File: src/timer8_params.svh
// Offsets, fields, reset values and prescaler width of the 8-bit timer core.
// Assumes inclusion by bare name from every file that needs the numbers.
//
// Contract
// - Counter and both compare registers are eight bits, read and write.
// - Exactly three interrupt sources: overflow, match A, match B.
// - All three requests visible as flags in one readable flag register.
// - Each request has its own mask bit in the mask register.
// - Tick from prescaled system clock or external pin; select picks source and edge.
// - Select value zero gives no ticks; counter holds its value.
// - Both compare values compared with the count continuously; match drives waveform side.
// - A compare match sets that unit's flag, which may raise its request.
// - Bottom is count 0x00; bottom indication while counter holds zero.
// - Maximum count is 0xFF in every mode.
// - Top is 0xFF or compare A by mode; reaching it asserts top.
// - Each tick clears, increments or decrements by one per mode and direction.
// - Counter readable and writable whether or not ticks occur.
// - Counter write beats a coincident clear or count.
// - Three-bit mode field: low two bits in control A, high bit in B.
// - Overflow flag set at the mode's overflow point; may raise request.
// - Select 1 every clock; 8,64,256,1024 taps; 6/7 falling/rising pin edges.
// - Normal mode counts up, wraps 0xFF to 0x00, overflow when zero.
// - Match flag set in tick after match; write one or service clears it.
// - Counter write blocks compare matches in the next tick, even when stopped.
`ifndef TIMER8_PARAMS_SVH
`define TIMER8_PARAMS_SVH
`define OFF_CTRL_A 8'h00
`define OFF_CTRL_B 8'h04
`define OFF_COUNT 8'h08
`define OFF_CMP_A 8'h0C
`define OFF_CMP_B 8'h10
`define OFF_MASK 8'h14
`define OFF_FLAG 8'h18
`define WM2_BIT 3
`define DIR_BIT 7
`define IRQ_OVF 0
`define IRQ_CMP_A 1
`define IRQ_CMP_B 2
`define COUNT_MAX 8'hFF
`define COUNT_BOTTOM 8'h00
`define COUNT_ONE 8'h01
`define RST_BYTE 8'h00
`define RST_IRQ 3'h0
`define PRE_W 10
`endif

File: src/timer8_pkg.sv
// Types shared by the timer core and its tick selector.
// Assumes the constants come from timer8_params.svh.
package timer8_pkg;
  typedef enum logic [2:0] {
    WM_NORMAL = 3'h0, WM_PC_MAX = 3'h1, WM_CLEAR_MATCH = 3'h2, WM_FAST_MAX = 3'h3,
    WM_RSV4 = 3'h4, WM_PC_CMPA = 3'h5, WM_RSV6 = 3'h6, WM_FAST_CMPA = 3'h7
  } wave_mode_e;
  typedef enum logic [2:0] {
    TS_STOP = 3'h0, TS_DIV1 = 3'h1, TS_DIV8 = 3'h2, TS_DIV64 = 3'h3,
    TS_DIV256 = 3'h4, TS_DIV1024 = 3'h5, TS_EXT_FALL = 3'h6, TS_EXT_RISE = 3'h7
  } tick_sel_e;
endpackage

File: src/timer8_tick_select.sv
// Tick source selection: free-running prescaler and external pin edge detect.
// Assumes hclk is the system clock and ext_count_pin is asynchronous.
`timescale 1ns/1ps
`include "timer8_params.svh"
module timer8_tick_select (
  input wire logic hclk, // System clock
  input wire logic hresetn, // Asynchronous reset, active low
  input wire timer8_pkg::tick_sel_e tick_source_sel, // Source and edge select
  input wire logic ext_count_pin, // External count pin, asynchronous
  output logic timer_tick // One-cycle tick enable
);
  logic [`PRE_W-1:0] pres_reg;
  logic pin_s1_reg;
  logic pin_s2_reg;
  logic pin_s3_reg;

  // Free-running prescaler, unaffected by the select
  always_ff @(posedge hclk or negedge hresetn)
    if (!hresetn)
      pres_reg <= '0;
    else
      pres_reg <= pres_reg + `PRE_W'(1);

  // Two-flop synchroniser plus one stage for edge detection
  always_ff @(posedge hclk or negedge hresetn)
    if (!hresetn)
    begin
      pin_s1_reg <= 1'b0;
      pin_s2_reg <= 1'b0;
      pin_s3_reg <= 1'b0;
    end
    else
    begin
      pin_s1_reg <= ext_count_pin;
      pin_s2_reg <= pin_s1_reg;
      pin_s3_reg <= pin_s2_reg;
    end

  // Tap and edge strobes
  wire tap_8 = &pres_reg[2:0];
  wire tap_64 = &pres_reg[5:0];
  wire tap_256 = &pres_reg[7:0];
  wire tap_1024 = &pres_reg[9:0];
  wire pin_rise = pin_s2_reg & ~pin_s3_reg;
  wire pin_fall = ~pin_s2_reg & pin_s3_reg;

  // Source multiplexer
  always_comb
    case (tick_source_sel)
      timer8_pkg::TS_STOP: timer_tick = 1'b0;
      timer8_pkg::TS_DIV1: timer_tick = 1'b1;
      timer8_pkg::TS_DIV8: timer_tick = tap_8;
      timer8_pkg::TS_DIV64: timer_tick = tap_64;
      timer8_pkg::TS_DIV256: timer_tick = tap_256;
      timer8_pkg::TS_DIV1024: timer_tick = tap_1024;
      timer8_pkg::TS_EXT_FALL: timer_tick = pin_fall;
      timer8_pkg::TS_EXT_RISE: timer_tick = pin_rise;
      default: timer_tick = 1'b0;
    endcase
endmodule // timer8_tick_select

File: src/timer8_counter_core.sv
// Eight-bit timer/counter core with AHB-Lite register access.
// Assumes a single AHB-Lite master; hreadyout is the bus hready.
//
// The placing of the registers and the AHB-Lite interface to the registers were decided locally.
`timescale 1ns/1ps
`include "timer8_params.svh"
module timer8_counter_core (
  input wire logic hclk, // System clock, 40 MHz
  input wire logic hresetn, // Asynchronous reset, active low
  input wire logic hsel, // Slave select
  input wire logic [31:0] haddr, // Byte address
  input wire logic [1:0] htrans, // Transfer type
  input wire logic hwrite, // Write when high
  input wire logic [2:0] hsize, // Transfer size, word only
  input wire logic [31:0] hwdata, // Write data
  input wire logic hready, // Bus ready
  output logic [31:0] hrdata, // Read data
  output logic hreadyout, // Slave ready
  output logic hresp, // Always OKAY
  input wire logic ext_count_pin, // External count pin
  input wire logic [2:0] irq_ack, // Service pulses clearing flags
  output logic irq_ovf, // Overflow request
  output logic irq_match_a, // Compare A request
  output logic irq_match_b, // Compare B request
  output logic match_a_out, // Count equals compare A
  output logic match_b_out, // Count equals compare B
  output logic top_out, // Count at top
  output logic bottom_out, // Count at bottom
  output logic count_down_out // Counting direction down
);
  logic [1:0] wave_mode_lo_reg;
  logic wave_mode_bit2_reg;
  logic [2:0] tick_source_sel_reg;
  logic [7:0] count_value_reg;
  logic [7:0] compare_value_a_reg;
  logic [7:0] compare_value_b_reg;
  logic [2:0] irq_mask_reg;
  logic [2:0] irq_flag_reg;
  logic dir_down_reg;
  logic block_reg;
  logic wr_pend_reg;
  logic rd_pend_reg;
  logic [7:0] addr_reg;
  logic [31:0] hrdata_reg;
  logic hreadyout_reg;
  logic [2:0] irq_out_reg;
  logic [3:0] stat_out_reg;
  logic dir_out_reg;
  logic timer_tick;
  logic [7:0] count_value_next;
  logic [2:0] irq_flag_next;
  logic [2:0] irq_mask_next;
  logic dir_down_next;
  logic [31:0] read_mux;

  // Write strobe for one register, used by every register
  function automatic logic reg_hit(input logic pend, input logic [7:0] a, input logic [7:0] off);
    reg_hit = pend && (a == off);
  endfunction

  // Bus address phase and write decode
  wire addr_phase = hsel & htrans[1] & hready;
  wire wr_ctrl_a = reg_hit(wr_pend_reg, addr_reg, `OFF_CTRL_A);
  wire wr_ctrl_b = reg_hit(wr_pend_reg, addr_reg, `OFF_CTRL_B);
  wire wr_count = reg_hit(wr_pend_reg, addr_reg, `OFF_COUNT);
  wire wr_cmp_a = reg_hit(wr_pend_reg, addr_reg, `OFF_CMP_A);
  wire wr_cmp_b = reg_hit(wr_pend_reg, addr_reg, `OFF_CMP_B);
  wire wr_mask = reg_hit(wr_pend_reg, addr_reg, `OFF_MASK);
  wire wr_flag = reg_hit(wr_pend_reg, addr_reg, `OFF_FLAG);

  // Mode assembled from its two control registers
  wire timer8_pkg::wave_mode_e wave_mode_sel =
    timer8_pkg::wave_mode_e'({wave_mode_bit2_reg, wave_mode_lo_reg});
  wire is_pc = (wave_mode_sel == timer8_pkg::WM_PC_MAX)
    || (wave_mode_sel == timer8_pkg::WM_PC_CMPA);
  wire is_fast = (wave_mode_sel == timer8_pkg::WM_FAST_MAX)
    || (wave_mode_sel == timer8_pkg::WM_FAST_CMPA);
  wire top_is_cmp_a = (wave_mode_sel == timer8_pkg::WM_CLEAR_MATCH)
    || (wave_mode_sel == timer8_pkg::WM_PC_CMPA)
    || (wave_mode_sel == timer8_pkg::WM_FAST_CMPA);

  // Continuous compare and extreme-value detection
  wire [7:0] top_value = top_is_cmp_a ? compare_value_a_reg : `COUNT_MAX;
  wire at_top = (count_value_reg == top_value);
  wire at_bottom = (count_value_reg == `COUNT_BOTTOM);
  wire at_max = (count_value_reg == `COUNT_MAX);
  wire match_a = (count_value_reg == compare_value_a_reg);
  wire match_b = (count_value_reg == compare_value_b_reg);
  wire step_down = dir_down_reg ? !at_bottom : at_top;
  wire clear_at_top = !is_pc && at_top && (wave_mode_sel != timer8_pkg::WM_NORMAL);
  wire do_tick = timer_tick && !wr_count;

  // Event strobes that set the sticky flags
  wire ovf_evt = do_tick && (is_pc ? (step_down && count_value_reg == `COUNT_ONE)
    : is_fast ? at_top : at_max);
  wire cmp_a_evt = do_tick && match_a && !block_reg;
  wire cmp_b_evt = do_tick && match_b && !block_reg;
  wire [2:0] set_vec = {cmp_b_evt, cmp_a_evt, ovf_evt};
  wire [2:0] clr_vec = (wr_flag ? hwdata[2:0] : 3'h0) | irq_ack;

  timer8_tick_select u_tick (
    .hclk(hclk),
    .hresetn(hresetn),
    .tick_source_sel(timer8_pkg::tick_sel_e'(tick_source_sel_reg)),
    .ext_count_pin(ext_count_pin),
    .timer_tick(timer_tick)
  );

  // Next count: write first, then clear, step up or step down
  always_comb
  begin
    count_value_next = count_value_reg;
    dir_down_next = is_pc ? dir_down_reg : 1'b0;
    if (wr_count)
      count_value_next = hwdata[7:0];
    else if (timer_tick)
    begin
      if (is_pc)
      begin
        count_value_next = step_down ? count_value_reg - 8'h01 : count_value_reg + 8'h01;
        dir_down_next = step_down;
      end
      else if (clear_at_top)
        count_value_next = `COUNT_BOTTOM;
      else
        count_value_next = count_value_reg + 8'h01;
    end
  end

  // Flag and mask next values; a set beats a clear in the same cycle
  assign irq_flag_next = (irq_flag_reg & ~clr_vec) | set_vec;
  assign irq_mask_next = wr_mask ? hwdata[2:0] : irq_mask_reg;

  // Read multiplexer
  always_comb
    case (addr_reg)
      `OFF_CTRL_A: read_mux = {30'h0, wave_mode_lo_reg};
      `OFF_CTRL_B: read_mux = {24'h0, dir_down_reg, 3'h0, wave_mode_bit2_reg,
        tick_source_sel_reg};
      `OFF_COUNT: read_mux = {24'h0, count_value_reg};
      `OFF_CMP_A: read_mux = {24'h0, compare_value_a_reg};
      `OFF_CMP_B: read_mux = {24'h0, compare_value_b_reg};
      `OFF_MASK: read_mux = {29'h0, irq_mask_reg};
      `OFF_FLAG: read_mux = {29'h0, irq_flag_reg};
      default: read_mux = 32'h0;
    endcase

  // Bus phase tracking; a read takes one wait state
  always_ff @(posedge hclk or negedge hresetn)
    if (!hresetn)
    begin
      wr_pend_reg <= 1'b0;
      rd_pend_reg <= 1'b0;
      addr_reg <= `RST_BYTE;
      hreadyout_reg <= 1'b1;
    end
    else
    begin
      wr_pend_reg <= addr_phase & hwrite;
      rd_pend_reg <= addr_phase & ~hwrite;
      hreadyout_reg <= ~(addr_phase & ~hwrite);
      if (addr_phase)
        addr_reg <= haddr[7:0];
    end

  // Read data loaded in the wait state
  always_ff @(posedge hclk or negedge hresetn)
    if (!hresetn)
      hrdata_reg <= 32'h0;
    else if (rd_pend_reg)
      hrdata_reg <= read_mux;

  // Control registers
  always_ff @(posedge hclk or negedge hresetn)
    if (!hresetn)
    begin
      wave_mode_lo_reg <= 2'h0;
      wave_mode_bit2_reg <= 1'b0;
      tick_source_sel_reg <= 3'h0;
    end
    else
    begin
      if (wr_ctrl_a)
        wave_mode_lo_reg <= hwdata[1:0];
      if (wr_ctrl_b)
      begin
        wave_mode_bit2_reg <= hwdata[`WM2_BIT];
        tick_source_sel_reg <= hwdata[2:0];
      end
    end

  // Compare value registers
  always_ff @(posedge hclk or negedge hresetn)
    if (!hresetn)
    begin
      compare_value_a_reg <= `RST_BYTE;
      compare_value_b_reg <= `RST_BYTE;
    end
    else
    begin
      if (wr_cmp_a)
        compare_value_a_reg <= hwdata[7:0];
      if (wr_cmp_b)
        compare_value_b_reg <= hwdata[7:0];
    end

  // Counter, direction and match blocking
  always_ff @(posedge hclk or negedge hresetn)
    if (!hresetn)
    begin
      count_value_reg <= `RST_BYTE;
      dir_down_reg <= 1'b0;
      block_reg <= 1'b0;
    end
    else
    begin
      count_value_reg <= count_value_next;
      dir_down_reg <= dir_down_next;
      if (wr_count)
        block_reg <= 1'b1;
      else if (timer_tick)
        block_reg <= 1'b0;
    end

  // Flags, mask and request outputs
  always_ff @(posedge hclk or negedge hresetn)
    if (!hresetn)
    begin
      irq_flag_reg <= `RST_IRQ;
      irq_mask_reg <= `RST_IRQ;
      irq_out_reg <= `RST_IRQ;
    end
    else
    begin
      irq_flag_reg <= irq_flag_next;
      irq_mask_reg <= irq_mask_next;
      irq_out_reg <= irq_flag_next & irq_mask_next;
    end

  // Status toward the waveform generator, one cycle behind the count
  always_ff @(posedge hclk or negedge hresetn)
    if (!hresetn)
    begin
      stat_out_reg <= 4'h0;
      dir_out_reg <= 1'b0;
    end
    else
    begin
      stat_out_reg <= {at_bottom, at_top, match_b, match_a};
      dir_out_reg <= dir_down_reg;
    end

  assign hrdata = hrdata_reg;
  assign hreadyout = hreadyout_reg;
  assign hresp = 1'b0;
  assign irq_ovf = irq_out_reg[`IRQ_OVF];
  assign irq_match_a = irq_out_reg[`IRQ_CMP_A];
  assign irq_match_b = irq_out_reg[`IRQ_CMP_B];
  assign match_a_out = stat_out_reg[0];
  assign match_b_out = stat_out_reg[1];
  assign top_out = stat_out_reg[2];
  assign bottom_out = stat_out_reg[3];
  assign count_down_out = dir_out_reg;
endmodule // timer8_counter_core

File: config.mk
export PLATFORM = sky130hd
export DESIGN_NAME = timer8_counter_core
export DESIGN_NICKNAME = d
export VERILOG_FILES = /design/src/timer8_pkg.sv /design/src/timer8_tick_select.sv /design/src/timer8_counter_core.sv
export VERILOG_INCLUDE_DIRS = /design/src
export SDC_FILE = /design/constraint.sdc
export NUM_CORES = 1
export LEC_CHECK = 0
export ABC_AREA = 1
export BUFFER_PORTS_ARGS = -buffer_cell sky130_fd_sc_hd__buf_2
export CORE_MARGIN = 2
export CORE_UTILIZATION = 30
export CTS_CLUSTER_DIAMETER = 100
export CTS_CLUSTER_SIZE = 28
export DETAILED_ROUTE_END_ITERATION = 16
export PLACE_DENSITY_LB_ADDON = 0.08
export RECOVER_POWER = 50
export SLEW_MARGIN = 30
export SYNTH_ARGS = -nofsm -noshare
export SYNTH_HDL_FRONTEND = slang
export SYNTH_SLANG_ARGS = --single-unit
File: constraint.sdc
create_clock -name hclk -period 3.5 [get_ports hclk]
set_clock_uncertainty 0.2 [all_clocks]
set_input_delay 0.7 -clock hclk [delete_from_list [all_inputs] [get_ports hclk]]
set_output_delay 0.7 -clock hclk [all_outputs]
set_load 0.05 [all_outputs]
==> impl_metrics.toml <==
[synth]
async_flop_share_pct = 100
synth.distinct_cells = 38
synth_seq_cells = 78
synth.cell_area_um2 = 4350
postSynthCellCount = 538
ys.warnings.count = 0
ys_seq_area_share_pct = 44.9
synth_ff_type = "dfrtp_1"
avgSynthCellArea_um2 = 8.08
synth-edff-count = 0

[power_and_ir_drop]
power.total_mw = 2.62
ir_worst_vdd_mv = 0.306
leakage_nw = 2.64
power_density_nw_per_um2 = 531

[sta]
grt_setup_unrepaired = "no"
tns_ns = 0
hold_viol_final = 0
hold_ws_ns = 0.149
slew_viol_final = 79
fmax_mhz = 432
fin_crit_sh_pct = 66.1
max_slew_margin_pct = -34.2
finalCriticalPeriod_ns = 2.31
setup_viol = 0
worstMarginPinSlew_ns = 2.01

[worst_setup_path]
crit_path_end_kind = "async pin"
r2r_start = "count_value_reg[2]"
start_kind = "primary input"
critPathMaxStageDelay_ns = 1.36
cp_max_fo = 78
cp_cell_sequence = "clkbuf_2"
critical_path.top_delay_family = "buffers and inverters"
critPathKind = "primary input to async pin"
critPathBufInv = 1
slowest_stage = "clkbuf_2"
crit_arrival_ns = 2.17
crit_start = "hresetn"
worstPathRequired_ns = 3.35

[cts]
cts_buffers = 9
clock_sinks = 78
max-clock-path-buffers = 2
clock_latency_ns = 0.35
cts_resized = 0
cts_tree = "built"
clk_pin_slew_ns = 0.06
post-cts-setup-buffers = 0
htreeDepth = 3
clock-root-buffer = "clkbuf_16"
cts_hold_buffers = 0

[grt]
grt_overflow = 0
grt_pass1_vias = 3580
track_usage_pct = 15.1
grt_pass1_wl_um = 18600
grt_max_degree = 79
antenna_found_initial = 0

[run_status]
violations = "max-capacitance violations, max-slew violations"
outcome = "finished, violations left"

[placement]
placed_cells = 749
numPortBuffers = 42
gp_congestion = 0.823
dpl.hpwl_um = 8200

[detailed_routing]
wl_per_cell_um = 14.4
route.detailed.drc = 0
route.vias.total = 3548
wirelength_um = 11000
drt-vias-per-instance = 4.64
drt-initial-drc-count = 212
drtPass1Iterations = 4
ant_nets = 0

[finish]
post-route-util_pct = 35.2
largest_register_ffs = 10
final_cell_mix = "nand2_1, dfrtp_1, inv_1"
drive_above_1_share_pct = 16.6
final_common_cell = "nand2_1"
instances_no_fill = 765
nets = 663
syn2layout_area_growth_pct = 13.6
n_antenna_cell = 0

[floorplanning]
die_w_um = 124
initial_utilization_pct = 31.0
io_pins = 120
dieArea_um2 = 15500
core_area_um2 = 14000
fp.dieH_um = 124
rows = 43

[worst_hold_path]
holdCritStartpoint = "u_tick.pin_s1_reg"
hp-class = "register to register"

[run]
cap_violations = 1
==> worst paths after layout <==
| path | to | slack (ns) | cells after the start |
|---|---|---|---|
| max | count_value_reg[2] | 1.19 | 1 |
| min | u_tick.pin_s2_reg | 0.15 | 0 |
| max reg2reg | irq_out_reg[1] | 1.26 | 6 |
| min reg2reg | u_tick.pin_s2_reg | 0.15 | 0 |
| max in group hclk | irq_out_reg[1] | 1.26 | 6 |
| min in group asynchronous | count_value_reg[4] | 0.69 | 1 |
==> stage by stage <==
| stage | setup slack (ns) | cell area (um2) |
|---|---|---|
| finish | 1.19 | 4940 |
| global route | 0.769 | 4940 |
| detailed placement | 1.28 | 4630 |
| CTS | 1.25 | 4950 |
| global placement | 1.24 | 4620 |
| floorplan | 1.69 | 4440 |
==> layer usage <==
metal	part of all wire (%)	track usage, %	vias up
met5	0	0	-
met4	1.6	5.09	0
met3	4.0	4.12	13
met2	47	23.7	71
met1	48	20.1	1695
li1	-	-	1769
==> cell usage after synthesis, types with 8 or more instances <==
library cell,n,area (um2)
nand2_1,128,480
dfrtp_1,77,1930
inv_1,64,240
o21ai_0,43,215
nand3_1,38,190
nor2_1,35,131
buf_4,30,225
xor2_1,15,131
a21oi_1,13,65.1
o22ai_1,11,68.8
inv_2,10,37.5
nand4_1,10,62.6
nand2_2,8,50.1
==> where the power goes <==
part / leakage (nW) / internal, mW / switching (mW) / total, mW
clock network: 0.156 / 0.627 / 0.396 / 1.02
logic: 1.56 / 0.166 / 0.355 / 0.522
registers: 0.922 / 0.963 / 0.115 / 1.08
total: 2.64 / 1.76 / 0.865 / 2.62
==> cells by family (layout without fill, tap and decap cells) <==
group | count (synthesis) | count (layout) | synth area share (%)
other | 1 | 25 | 0.0863
XOR/XNOR | 19 | 19 | 3.83
adder cells (fa/ha/maj) | 5 | 5 | 1.44
flip-flops | 78 | 78 | 44.9
AND/OR/NAND/NOR | 243 | 243 | 26.4
buffers and inverters | 109 | 132 | 12.2
AO/OA/AOI/OAI | 78 | 78 | 9.79
multiplexers | 5 | 5 | 1.30
==> cell type report <==
| type | count | area [um2] |
|---|---|---|
| repair buffers | 42 | 210 |
| fillers | 1492 | 9100 |
| flip-flops and latches | 78 | 1950 |
| well taps | 180 | 225 |
| multi-input cells | 375 | 1950 |
| clock inverters | 7 | 95.1 |
| inverters | 74 | 278 |
| clock buffers | 9 | 225 |
(Power assumes the default switching activity.)
